## src/design/pwmcr_pkg.sv

```systemverilog
// package: register offsets, field positions and encodings of the pwm control set
package pwmcr_pkg;
  localparam logic [2:0] ADDR_PULSE_CONTROL  = 3'h0;
  localparam logic [2:0] ADDR_IRQ_ENABLE     = 3'h1;
  localparam logic [2:0] ADDR_IRQ_FLAGS      = 3'h2;
  localparam logic [2:0] ADDR_CLOCK_SELECT   = 3'h3;
  localparam logic [2:0] ADDR_RELOAD_CONTROL = 3'h4;
  localparam logic [2:0] ADDR_OFFSET_CONTROL = 3'h5;
  localparam logic [2:0] ADDR_PERIOD_LO      = 3'h6;
  localparam logic [2:0] ADDR_PERIOD_HI      = 3'h7;

  localparam int EN_BIT      = 7;
  localparam int OUT_BIT     = 5;
  localparam int POL_BIT     = 4;
  localparam int MODE_LSB    = 2;
  localparam int PS_LSB      = 4;
  localparam int CS_LSB      = 0;
  localparam int ARMED_BIT   = 7;
  localparam int TRIG_BIT    = 6;
  localparam int PICK_BIT    = 0;
  localparam int OFM_LSB     = 5;
  localparam int OFO_BIT     = 4;

  localparam logic [7:0] RESET_VALUE = 8'h00;
  localparam logic [1:0] CS_RESERVED = 2'h3;

  typedef enum logic [3:0] {
    PWMCR_STANDARD = 4'h1,
    PWMCR_SET      = 4'h2,
    PWMCR_TOGGLE   = 4'h4,
    PWMCR_CENTER   = 4'h8
  } pwmcr_mode_e;

  localparam logic [1:0] MODE_STANDARD = 2'h0;
  localparam logic [1:0] MODE_SET      = 2'h1;
  localparam logic [1:0] MODE_TOGGLE   = 2'h2;
  localparam logic [1:0] MODE_CENTER   = 2'h3;
  localparam logic [1:0] OFM_INDEP     = 2'h0;
  localparam logic [1:0] OFM_SLAVE     = 2'h1;
  localparam logic [1:0] OFM_ONESHOT   = 2'h2;
  localparam logic [1:0] OFM_CONTRESET = 2'h3;
endpackage : pwmcr_pkg

```

## src/design/pwmcr_sync.sv

```systemverilog
// three-stage synchroniser with agreement filter for one external level
module pwmcr_sync (
  // clock
  input  wire logic clk_i,
  input  wire logic rst_i,
  input  wire logic ce_i,
  // level
  input  wire logic async_i,
  output logic      level_o
);
  logic s1;
  logic s2;
  logic s3;

  // s1 feeds only s2; the filter looks at s2 and s3
  always_ff @(posedge clk_i) begin
    if (rst_i) begin
      s1      <= 1'b0;
      s2      <= 1'b0;
      s3      <= 1'b0;
      level_o <= 1'b0;
    end else if (ce_i) begin
      s1 <= async_i;
      s2 <= s1;
      s3 <= s2;
      if (s2 == s3) begin
        level_o <= s3;
      end
    end
  end
endmodule : pwmcr_sync

```

## src/design/pwmcr_top.sv

```systemverilog
// pwm control and status register set with its timer, modes and reload
// Operation
// - enable bit 7 runs the module
// - read-only output state bit 5
// - polarity bit 4 selects active low
// - mode field selects waveform
// - enable bits gate flags onto interrupt
// - flags set on events, software writable
// - flags held clear while disabled
// - prescaler divides by two to field
// - clock source select, 11 reserved
// - internal oscillators keep running in sleep
// - reload copies all buffers at once
// - immediate reload at period end
// - triggered reload at period after trigger
// - armed bit cleared after reload
// - trigger mode waits for trigger
// - offset mode field selects slave behaviour
// - unimplemented bits read zero
// - flags set on rising match edge
// - direction bit double buffered
// - arming at period match dropped
module pwmcr_top (
  // clock and reset
  input  wire logic        clk_i,
  input  wire logic        rst_i,
  input  wire logic        ce_i,
  // register port
  input  wire logic [2:0]  addr_i,
  input  wire logic [7:0]  wdata_i,
  input  wire logic        wr_i,
  input  wire logic        rd_i,
  output logic      [7:0]  rdata_o,
  // clock sources and sleep
  input  wire logic        system_osc_clock_i,
  input  wire logic        high_freq_internal_osc_i,
  input  wire logic        low_freq_internal_osc_i,
  input  wire logic        sleep_i,
  // match values from the buffered count registers
  input  wire logic [15:0] phase_buf_i,
  input  wire logic [15:0] duty_buf_i,
  input  wire logic [15:0] offset_buf_i,
  input  wire logic        buffered_output_control_bit_i,
  // peer events
  input  wire logic        first_module_reload_event_i,
  input  wire logic        second_module_reload_event_i,
  input  wire logic        first_module_offset_event_i,
  input  wire logic        second_module_offset_event_i,
  // outputs
  output logic             pwm_o,
  output logic             irq_o,
  output logic             reload_event_o,
  output logic             offset_event_o,
  output logic             output_control_o,
  output logic [15:0]      pulse_counter_o
);
  logic [7:0]  pulse_control;
  logic [3:0]  irq_enable;
  logic [3:0]  irq_flags;
  logic [6:0]  clock_select;
  logic [1:0]  reload_hi;
  logic        reload_trigger_pick;
  logic [1:0]  offset_run_mode;
  logic        offset_direction_pick;
  logic        offset_source_pick;
  logic        active_direction;
  logic [15:0] period_buf;
  logic [15:0] period_count;
  logic [15:0] phase_act;
  logic [15:0] duty_act;
  logic [15:0] offset_act;
  logic [7:0]  prescale_cnt;
  logic        count_down;
  logic        running;
  logic        trig_seen;
  logic        wave;
  logic [3:0]  match_prev;
  logic        src_tick;
  logic        src_prev;

  // synchronised clock sources and peer events
  logic [6:0] raw_in;
  logic [6:0] syn_in;
  assign raw_in = {system_osc_clock_i, high_freq_internal_osc_i,
                   low_freq_internal_osc_i, first_module_reload_event_i,
                   second_module_reload_event_i, first_module_offset_event_i,
                   second_module_offset_event_i};

  genvar gi;
  generate
    for (gi = 0; gi < 7; gi++) begin : g_sync
      pwmcr_sync u_sync (
        .clk_i   (clk_i),
        .rst_i   (rst_i),
        .ce_i    (ce_i),
        .async_i (raw_in[gi]),
        .level_o (syn_in[gi])
      );
    end
  endgenerate

  wire enabled     = pulse_control[pwmcr_pkg::EN_BIT];
  wire active_low  = pulse_control[pwmcr_pkg::POL_BIT];
  wire [1:0] mode  = pulse_control[pwmcr_pkg::MODE_LSB +: 2];
  wire [2:0] prescale_field = clock_select[pwmcr_pkg::PS_LSB +: 3];
  wire [1:0] cs    = clock_select[pwmcr_pkg::CS_LSB +: 2];
  wire reload_armed      = reload_hi[1];
  wire reload_on_trigger = reload_hi[0];

  // clock source choice; reserved code gives no ticks
  wire src_level = (cs == 2'h0) ? syn_in[6] :
                   (cs == 2'h1) ? syn_in[5] :
                   (cs == 2'h2) ? syn_in[4] : 1'b0;
  // the system oscillator stops in sleep, internal ones do not
  wire src_live  = (cs == 2'h1) || (cs == 2'h2) || !sleep_i;
  wire src_edge  = src_level && !src_prev && src_live;
  // prescaler: tick when the low bits of the divider wrap
  wire [7:0] ps_mask = 8'(({8'h00, 1'b1} << prescale_field) - 9'h001);
  wire tick = src_edge && ((prescale_cnt & ps_mask) == ps_mask);

  wire reload_trig = reload_trigger_pick ? syn_in[2] : syn_in[3];
  wire offset_in   = offset_source_pick  ? syn_in[0] : syn_in[1];

  wire at_period   = (pulse_counter_o == period_count);
  wire at_zero     = (pulse_counter_o == 16'h0000);
  wire center      = (mode == pwmcr_pkg::MODE_CENTER);
  // period event: end of count; center mode ends on return to zero
  wire period_evt  = tick && running &&
                     (center ? (count_down && at_zero) : at_period);
  wire duty_start  = center ? (!count_down &&
                     pulse_counter_o == period_count - duty_act)
                     : at_zero;
  wire duty_end    = center ? (count_down &&
                     pulse_counter_o == period_count - duty_act + 16'h0001)
                     : (pulse_counter_o == duty_act);
  wire phase_m     = (pulse_counter_o == phase_act);
  wire offset_m    = (pulse_counter_o == offset_act) &&
                     (!center || (count_down != active_direction));
  wire [3:0] match_now = {offset_m, phase_m, duty_end, at_period} &
                         {4{running}};
  // flags follow rising edges of the match levels
  wire [3:0] match_rise = match_now & ~match_prev;

  // arming counts only when the trigger condition holds
  wire load_ready = reload_armed &&
                    (!reload_on_trigger || trig_seen);
  wire do_load    = period_evt && load_ready;

  // offset modes: start and restart of the slave timer
  wire ofs_start  = offset_in && enabled;
  wire may_start  = (offset_run_mode == pwmcr_pkg::OFM_INDEP) ? enabled
                    : ofs_start;
  wire oneshot    = (offset_run_mode == pwmcr_pkg::OFM_ONESHOT);
  wire cont_reset = (offset_run_mode == pwmcr_pkg::OFM_CONTRESET) &&
                    running && offset_in && tick;

  // waveform before polarity
  logic next_wave;
  always_comb begin
    next_wave = wave;
    case (mode)
      pwmcr_pkg::MODE_STANDARD: begin
        if (duty_end) next_wave = 1'b0;
        else if (phase_m) next_wave = 1'b1;
      end
      pwmcr_pkg::MODE_SET: begin
        if (duty_end) next_wave = 1'b1;
      end
      pwmcr_pkg::MODE_TOGGLE: begin
        if (duty_end) next_wave = !wave;
      end
      pwmcr_pkg::MODE_CENTER: begin
        if (duty_start) next_wave = 1'b1;
        else if (duty_end) next_wave = 1'b0;
      end
      default: next_wave = wave;
    endcase
  end

  wire out_state = wave ^ active_low;

  // register writes
  wire wr_pc  = wr_i && addr_i == pwmcr_pkg::ADDR_PULSE_CONTROL;
  wire wr_ie  = wr_i && addr_i == pwmcr_pkg::ADDR_IRQ_ENABLE;
  wire wr_if  = wr_i && addr_i == pwmcr_pkg::ADDR_IRQ_FLAGS;
  wire wr_cs  = wr_i && addr_i == pwmcr_pkg::ADDR_CLOCK_SELECT;
  wire wr_ld  = wr_i && addr_i == pwmcr_pkg::ADDR_RELOAD_CONTROL;
  wire wr_of  = wr_i && addr_i == pwmcr_pkg::ADDR_OFFSET_CONTROL;
  wire wr_plo = wr_i && addr_i == pwmcr_pkg::ADDR_PERIOD_LO;
  wire wr_phi = wr_i && addr_i == pwmcr_pkg::ADDR_PERIOD_HI;

  // hardware set wins over a software clear; disable forces clear
  wire [3:0] flag_sw   = wr_if ? wdata_i[3:0] : irq_flags;
  wire [3:0] next_flags = enabled ? (flag_sw | (match_rise & {4{tick}}))
                          : 4'h0;

  // arming written while timer sits on period is dropped
  wire arm_write = wr_ld && wdata_i[pwmcr_pkg::ARMED_BIT];
  wire arm_late  = arm_write && at_period && running;

  always_ff @(posedge clk_i) begin
    if (rst_i) begin
      pulse_control         <= pwmcr_pkg::RESET_VALUE;
      irq_enable            <= 4'h0;
      irq_flags             <= 4'h0;
      clock_select          <= 7'h00;
      reload_hi             <= 2'h0;
      reload_trigger_pick   <= 1'b0;
      offset_run_mode       <= 2'h0;
      offset_direction_pick <= 1'b0;
      offset_source_pick    <= 1'b0;
      period_buf            <= 16'h0000;
    end else if (ce_i) begin
      irq_flags <= next_flags;
      if (wr_pc) begin
        pulse_control <= {wdata_i[7], 1'b0, 1'b0, wdata_i[4:2], 2'h0};
      end
      if (wr_ie) irq_enable <= wdata_i[3:0];
      if (wr_cs) clock_select <= {wdata_i[6:4], 2'h0, wdata_i[1:0]};
      if (wr_of) begin
        offset_run_mode       <= wdata_i[pwmcr_pkg::OFM_LSB +: 2];
        offset_direction_pick <= wdata_i[pwmcr_pkg::OFO_BIT];
        offset_source_pick    <= wdata_i[pwmcr_pkg::PICK_BIT];
      end
      if (wr_plo) period_buf[7:0]  <= wdata_i;
      if (wr_phi) period_buf[15:8] <= wdata_i;
      if (wr_ld) begin
        reload_hi[0]        <= wdata_i[pwmcr_pkg::TRIG_BIT];
        reload_trigger_pick <= wdata_i[pwmcr_pkg::PICK_BIT];
      end
      // a fresh arming beats the clear of a center-mode load; at the period count it is dropped
      if (wr_ld && !arm_late) begin
        reload_hi[1] <= wdata_i[pwmcr_pkg::ARMED_BIT];
      end else if (do_load) begin
        reload_hi[1] <= 1'b0;
      end
    end
  end

  // timer, waveform and active copies
  always_ff @(posedge clk_i) begin
    if (rst_i) begin
      pulse_counter_o  <= 16'h0000;
      prescale_cnt     <= 8'h00;
      src_prev         <= 1'b0;
      count_down       <= 1'b0;
      running          <= 1'b0;
      trig_seen        <= 1'b0;
      wave             <= 1'b0;
      match_prev       <= 4'h0;
      period_count     <= 16'h0000;
      phase_act        <= 16'h0000;
      duty_act         <= 16'h0000;
      offset_act       <= 16'h0000;
      output_control_o <= 1'b0;
      active_direction <= 1'b0;
      reload_event_o   <= 1'b0;
      offset_event_o   <= 1'b0;
    end else if (ce_i) begin
      src_prev       <= src_level;
      reload_event_o <= do_load;
      offset_event_o <= tick && match_rise[3];
      if (src_edge) prescale_cnt <= prescale_cnt + 8'h01;
      if (reload_armed && reload_on_trigger && reload_trig) begin
        trig_seen <= 1'b1;
      end else if (do_load || !reload_armed) begin
        trig_seen <= 1'b0;
      end
      if (do_load) begin
        period_count     <= period_buf;
        phase_act        <= phase_buf_i;
        duty_act         <= duty_buf_i;
        offset_act       <= offset_buf_i;
        output_control_o <= buffered_output_control_bit_i;
        active_direction <= offset_direction_pick;
      end
      if (!enabled) begin
        running         <= 1'b0;
        pulse_counter_o <= 16'h0000;
        count_down      <= 1'b0;
        wave            <= 1'b0;
        match_prev      <= 4'h0;
        // idle module takes writes straight through
        period_count     <= period_buf;
        phase_act        <= phase_buf_i;
        duty_act         <= duty_buf_i;
        offset_act       <= offset_buf_i;
        active_direction <= offset_direction_pick;
      end else if (!running) begin
        if (may_start) running <= 1'b1;
      end else if (tick) begin
        match_prev <= match_now;
        wave       <= next_wave;
        if (cont_reset) begin
          pulse_counter_o <= 16'h0001;
        end else if (period_evt || (!center && at_period)) begin
          pulse_counter_o <= 16'h0000;
          count_down      <= 1'b0;
          if (oneshot) running <= 1'b0;
        end else if (center && at_period && !count_down) begin
          count_down      <= 1'b1;
          pulse_counter_o <= pulse_counter_o - 16'h0001;
        end else if (count_down) begin
          pulse_counter_o <= pulse_counter_o - 16'h0001;
        end else begin
          pulse_counter_o <= pulse_counter_o + 16'h0001;
        end
      end
    end
  end

  // read mux; unimplemented positions are zero
  logic [7:0] rd_mux;
  assign rd_mux =
    (addr_i == pwmcr_pkg::ADDR_PULSE_CONTROL)  ?
      {pulse_control[7], 1'b0, out_state, pulse_control[4:2], 2'h0} :
    (addr_i == pwmcr_pkg::ADDR_IRQ_ENABLE)     ? {4'h0, irq_enable} :
    (addr_i == pwmcr_pkg::ADDR_IRQ_FLAGS)      ? {4'h0, irq_flags} :
    (addr_i == pwmcr_pkg::ADDR_CLOCK_SELECT)   ? {1'b0, clock_select} :
    (addr_i == pwmcr_pkg::ADDR_RELOAD_CONTROL) ?
      {reload_hi, 5'h00, reload_trigger_pick} :
    (addr_i == pwmcr_pkg::ADDR_OFFSET_CONTROL) ?
      {1'b0, offset_run_mode, offset_direction_pick, 3'h0,
       offset_source_pick} :
    (addr_i == pwmcr_pkg::ADDR_PERIOD_LO)      ? period_buf[7:0] :
    period_buf[15:8];

  always_ff @(posedge clk_i) begin
    if (rst_i) begin
      rdata_o <= 8'h00;
      pwm_o   <= 1'b0;
      irq_o   <= 1'b0;
    end else if (ce_i) begin
      rdata_o <= rd_i ? rd_mux : 8'h00;
      pwm_o   <= out_state;
      irq_o   <= |(irq_flags & irq_enable);
    end
  end
endmodule : pwmcr_top

```

## config.mk

```make
export PLATFORM = sky130hd
export DESIGN_NAME = pwmcr_top
export DESIGN_NICKNAME = d
export VERILOG_FILES = /design/src/design/pwmcr_pkg.sv /design/src/design/pwmcr_sync.sv /design/src/design/pwmcr_top.sv
export SDC_FILE = /design/constraint.sdc
export NUM_CORES = 1
export LEC_CHECK = 0
export ABC_AREA = 1
export BUFFER_PORTS_ARGS = -buffer_cell sky130_fd_sc_hd__buf_4
export CAP_MARGIN = 20
export CORE_MARGIN = 8
export CORE_UTILIZATION = 55
export CTS_CLUSTER_DIAMETER = 40
export DETAILED_ROUTE_END_ITERATION = 16
export GPL_ROUTABILITY_DRIVEN = 0
export PLACE_DENSITY = 0.84
export REMOVE_ABC_BUFFERS = 1
export SYNTH_ARGS = -nofsm -noshare
export SYNTH_HDL_FRONTEND = slang
export SYNTH_SLANG_ARGS = --single-unit
```

## constraint.sdc

```tcl
create_clock -name clk_i -period 5.6 [get_ports clk_i]
set_clock_uncertainty 0.1 [all_clocks]
set_input_delay 0.84 -clock clk_i [delete_from_list [all_inputs] [get_ports clk_i]]
set_output_delay 0.84 -clock clk_i [all_outputs]
set_load 0.005 [all_outputs]
```

* After elaboration in Yosys (flattened, before gate mapping)
Index checks and enable logic that the tools add are counted.
** Storage, ports and cells
- Bits in registers :: 179
- Output and inout port bits :: 29
** Cells by class
- Add/sub/neg operators :: 6
- Equality and inequality tests :: 38
- Shift-type cells :: 1
- Multiplexer cells :: 66
- Bitwise operators :: 8
- Reduce and logical (&&, ||, !) cells :: 77
** Operator list (count)
- $mux 16 :: 15
- $eq 16x16->1 :: 6
- $mux 8 :: 8
- $reduce_and 2->1 :: 19
- $mux 1 :: 37
- $logic_and 1x1->1 :: 33
- $add 16x1->16 const B :: 2
- $mux 4 :: 5
- $and 4x4->4 :: 4
- $logic_not 16->1 :: 1
- $sub 16x1->16 const B :: 1
- $sub 16x16->16 :: 1
- $eq 3x3->1 const B :: 4
- $eq 2x2->1 const B :: 5
- $add 8x1->8 const B :: 1
- $and 8x8->8 :: 1
- $eq 8x8->1 :: 1
- $logic_not 1->1 :: 8
- $shl 1x3->8 const A :: 1
- $sub 8x1->8 const B :: 1
- $eq 1x1->1 :: 7
- $reduce_and 7->1 :: 1
- $eq 3x2->1 const B :: 2
- $logic_not 2->1 :: 3
- other kinds (19) :: 29

* Logic depth before layout (Yosys ltp)
- Depth after elaboration :: 15
- Depth in mapped cells :: 24
- Gate-level depth less buffers :: 24

* Hierarchy
Synthesis repeated with hierarchy kept, for this count alone.
** Unflattened totals
- Cell total of the unflattened synthesis :: 1596
- Area total of the unflattened synthesis :: 10620.2 um^2
** By module, submodules not included
- pwmcr_top :: instances 1, cells an instance 1456, area an instance 9586.7 um^2, sequential area each 3002.9 um^2
- pwmcr_sync :: instances 7, cells an instance 20, area an instance 147.6 um^2, sequential area each 80.1 um^2

* Worst setup path after synthesis
Ideal clock, no wire load.
- Kind :: register -> register
- Start :: reg period_count[0]
- End :: reg irq_flags[1]
- Library setup time :: 0.067 ns
- Arrival time :: 2.561 ns
- Data required time :: 5.433 ns
- Setup slack :: 2.871 ns
- Cell stages (with the launch flop) :: 21
- Path buffers :: 0
- Period minus slack after synthesis :: 2.729 ns
- Path through :: dfxtp_1 > inv_1 > ha_1 > fa_1 > inv_1 > ha_1 > inv_1 > nor2_1 > nand3_2 > nor2_2 > nand2_1 > nor2_2 > xor2_1 > nand2_1 > nor2_1 > nand3_1 > nand2_1 > nand2_1 > nand2_1 > nand2_1 > a21oi_2
** On the way
- Word-level cells in the longest chain between the ends :: 10
** RTL lines
- start: declaration :: line pwmcr_top.sv:68 : logic [15:0] period_count;
- start signal: assignment :: line pwmcr_top.sv:270 : period_count <= period_buf;
- start signal: assignment :: line pwmcr_top.sv:284 : period_count <= period_buf;
- $sub 16x16->16 :: line pwmcr_top.sv:134 : pulse_counter_o == period_count - duty_act + 16'h0001)
- $add 16x1->16 :: line pwmcr_top.sv:134
- $eq 16x16->1 :: line pwmcr_top.sv:134
- $logic_and 1x1->1 :: line pwmcr_top.sv:133 : wire duty_end = center ? (count_down &&
- $mux 1 :: line pwmcr_top.sv:133
- $and 4x4->4 :: line pwmcr_top.sv:139 : wire [3:0] match_now = {offset_m, phase_m, duty_end, at_period} &
- $and 4x4->4 :: line pwmcr_top.sv:142 : wire [3:0] match_rise = match_now & ~match_prev;
- $and 4x4->4 :: line pwmcr_top.sv:194 : wire [3:0] next_flags = enabled ? (flag_sw | (match_rise & {4{tick}}))
- $or 4x4->4 :: line pwmcr_top.sv:194
- $mux 4 :: line pwmcr_top.sv:194
- end signal: assignment :: line pwmcr_top.sv:214 : irq_flags <= next_flags;
- end: declaration :: line pwmcr_top.sv:59 : logic [3:0] irq_flags;
Every way passes these cells.
A chain may end at the register's enable or synchronous reset.

* Worst setup path in the final report
- Start :: reg pulse_counter_o[0]
- End :: reg duty_act[12]
** On the way
- Word-level cells in the longest chain between the ends :: 7
** RTL lines
- start: declaration :: line pwmcr_top.sv:55 : output logic [15:0] pulse_counter_o
- start signal: assignment :: line pwmcr_top.sv:302 : pulse_counter_o <= pulse_counter_o - 16'h0001;
- start signal: assignment :: line pwmcr_top.sv:304 : pulse_counter_o <= pulse_counter_o - 16'h0001;
- start signal: assignment :: line pwmcr_top.sv:306 : pulse_counter_o <= pulse_counter_o + 16'h0001;
- $logic_not 16->1 :: line pwmcr_top.sv:125 : wire at_zero = (pulse_counter_o == 16'h0000);
- $logic_and 1x1->1 :: line pwmcr_top.sv:129 : (center ? (count_down && at_zero) : at_period);
- $mux 1 (*) :: line pwmcr_top.sv:129
- $logic_and 1x1->1 (*) :: line pwmcr_top.sv:128 : wire period_evt = tick && running &&
- $logic_and 1x1->1 (*) :: line pwmcr_top.sv:147 : wire do_load = period_evt && load_ready;
- $ne 2x1->1 (no line) (*)
- $reduce_and 2->1 (no line) (*)
- end signal: assignment :: line pwmcr_top.sv:272 : duty_act <= duty_buf_i;
- end signal: assignment :: line pwmcr_top.sv:286 : duty_act <= duty_buf_i;
- end: declaration :: line pwmcr_top.sv:70 : logic [15:0] duty_act;
Mark *: on every way between the ends. The rest lies on a longest branch, timed or not.

==> results.txt <==
Site Rows - 49
hold buffer count at CTS - 0
sequential share of the synthesized area - 0.349
most frequent cells in the layout - nand2_1, nor2_1, dfxtp_1
CTS tree - yes
TritonRoute pass-1 iters - 6
post-CTS setup buffers - 0
CTS clock-pin slew for the worst setup and hold paths - 70 ps
Synth Area per Inst - 6.69 µm²
Die Height - 152 µm
area of the multi-input gates - 5710 µm²
RSZ-0062 raised after global routing - no
initial core utilization - 0.564
n_diodes - 0
warnings from Yosys - 0
EDFF count, synth - 0
synth top area cells - dfxtp_1, nand2_1, nor2_1
Top FF cell, synth - dfxtp_1
Fin Hold WS - 350 ps
most common cell after layout, fill and taps aside - nand2_1
Synth top area share - 0.349
Least-Margin Pin Slew - 747 ps
distinct cell type count after synthesis - 55
final setup fails - 0
Worst Hold Launch - output_control_o
fin. max-slew vios - 0
Routed WL - 29400 µm
Clock Sinks - 178
Final nets - 1684
CTS max path bufs - 2
post-layout util - 0.638
DR WL/cell - 16.1 µm
Tot GR Track Use - 0.249
worst setup path start - pulse_counter_o[0]
final-report hold violation count - 0
average vias per placed instance - 5.73
post-synthesis cell area - 10200 µm²
HPWL after DPL - 21200 µm
Worst slew margin - 0.502
DP Area - 10900 µm²
Reg2Reg Launch Point - pulse_counter_o[0]
Vias - 10.5k
initial antenna violation count - 0
number of global-route vias before repair - 9846
Die Width - 152 µm
layout cell share with drive strength beyond 1 - 0.111
clk root buf - clkbuf_16
CP arrival - 3710 ps
Total Die Area - 23200 µm²
port buffer count - 101
FF+latch count, synth - 178
Syn Inst Count - 1525
Peak VDD IR - 0.228 mV
critical path type - reg2reg
leakage power - 0.00512 µW
crit path launch type - flip-flop
MaxCap Viol Count - 0
Final Critical Period - 3510 ps
I/O pins - 102
first-pass GRT wire length - 47900 µm
initial DRC count - 1105
core footprint - 18100 µm²
status - completed
clk_lat worst skew - 440 ps
HP Class - reg2reg
TNS Setup - 0 ps
overflow left after global routing - 0
Layout area overhead - 13.1%
final instance area - 11500 µm²
CTS buffer count - 17
sequential cell area - 3560 µm²
largest net degree at the start of global routing - 85
ANT nets after route - 0
final period utilization - 0.627
Critical Path RT - 5800 ps
leading area contributor after synthesis - dfxtp_1
power per cell area - 275 nW/µm²
Critical Path Fanout Max - 84
post-CTS resize count - 0
FMAX - 0.285 GHz
Async SR Flop Fraction - 0
# DRC - 0
critical path capture point type - flip-flop
fillers - 1572
H-Tree Level Count - 4
[through the flow]
step | power [µW] | std cells | setup slack (ps)
detailed placement | 2010 | 1797 | 1960
floorplan | 1820 | 1463 | 2570
finish | 3170 | 1830 | 2090
global placement | 1990 | 1797 | 2130
global route | 3320 | 1830 | 1820
CTS | 3160 | 1829 | 2200
[cell type report]
cell class / count / area share
repair buffers: 106 / 0.0701
clock buffers: 20 / 0.0387
well taps: 229 / 0.0248
clock inverters: 12 / 0.0107
flip-flops and latches: 178 / 0.309
inverters: 159 / 0.0521
multi-input cells: 1126 / 0.495
[report_power, final]
part | leakage [µW] | switching (µW) | total, µW | internal (µW)
registers | 0.00146 | 44.2 | 1360 | 1320
logic | 0.00339 | 415 | 640 | 226
clock network | 0.000277 | 533 | 1170 | 635
[registers in the layout, indices dropped and copies added (netlist names), 2 cells and up]
name                   count
offset_run_mode            2
period_buf                16
clock_select               5
reload_hi                  2
rdata_o                    8
g_sync.u_sync.level_o      7
phase_act                 16
offset_act                16
g_sync.u_sync.s2           7
match_prev                 4
irq_flags                  4
duty_act                  16
g_sync.u_sync.s1           7
irq_enable                 4
g_sync.u_sync.s3           7
period_count              16
pulse_control              4
pulse_counter_o           16
prescale_cnt               7
[kinds of logic (layout without fill, tap and decap cells)]
| kind of cell | Yosys count | count (layout) | synth area share |
|---|---|---|---|
| xor gates and xnor gates | 72 | 72 | 0.0626 |
| adders and majority gates | 23 | 23 | 0.0290 |
| AOI/OAI and AO/OA | 331 | 331 | 0.179 |
| buffers and inverters | 221 | 297 | 0.0908 |
| and+or+nand+nor | 698 | 698 | 0.287 |
| muxes | 2 | 2 | 0.00196 |
| DFF | 178 | 178 | 0.349 |
[synth_stat cells, drive strengths merged, types with 16 or more instances]
library cell / number
nor3: 28
xnor2: 36
nand4: 25
o21ai: 171
nor2: 263
clkbuf: 30
dfxtp: 178
xor2: 36
ha: 22
nand3: 72
nand2: 300
inv: 157
o211ai: 16
a21oi: 107
buf: 32
[path summary, 6_finish.rpt]
check | to | slack [ps] | depth (start not counted)
worst max register to register | duty_act[12] | 2090 | 14
worst min-delay path | output_control_o | 350 | 2
worst min register to register | output_control_o | 350 | 2
worst max-delay path | duty_act[12] | 2090 | 14
[per-layer routing]
metal | global-route usage | up-vias | part of all wire
li1 | - | 5114 | -
met1 | 0.314 | 4795 | 0.42
met2 | 0.403 | 487 | 0.46
met3 | 0.0502 | 99 | 0.086
met4 | 0.115 | 0 | 0.034
met5 | 0 | - | 0
[worst max-delay path, stage by stage (launching register included)]
cell     delay [ps]
dfxtp_1         450
inv_1           270
ha_1            250
nand3_1         170
nor3_1          330
nand2_1          90
o21ai_1         200
nand2_2         100
inv_2            80
nand4_4          90
nand2_2          80
buf_4           380
inv_4           370
o21ai_0         300
a21oi_1          60
Power figures use the tool's default switching activity.
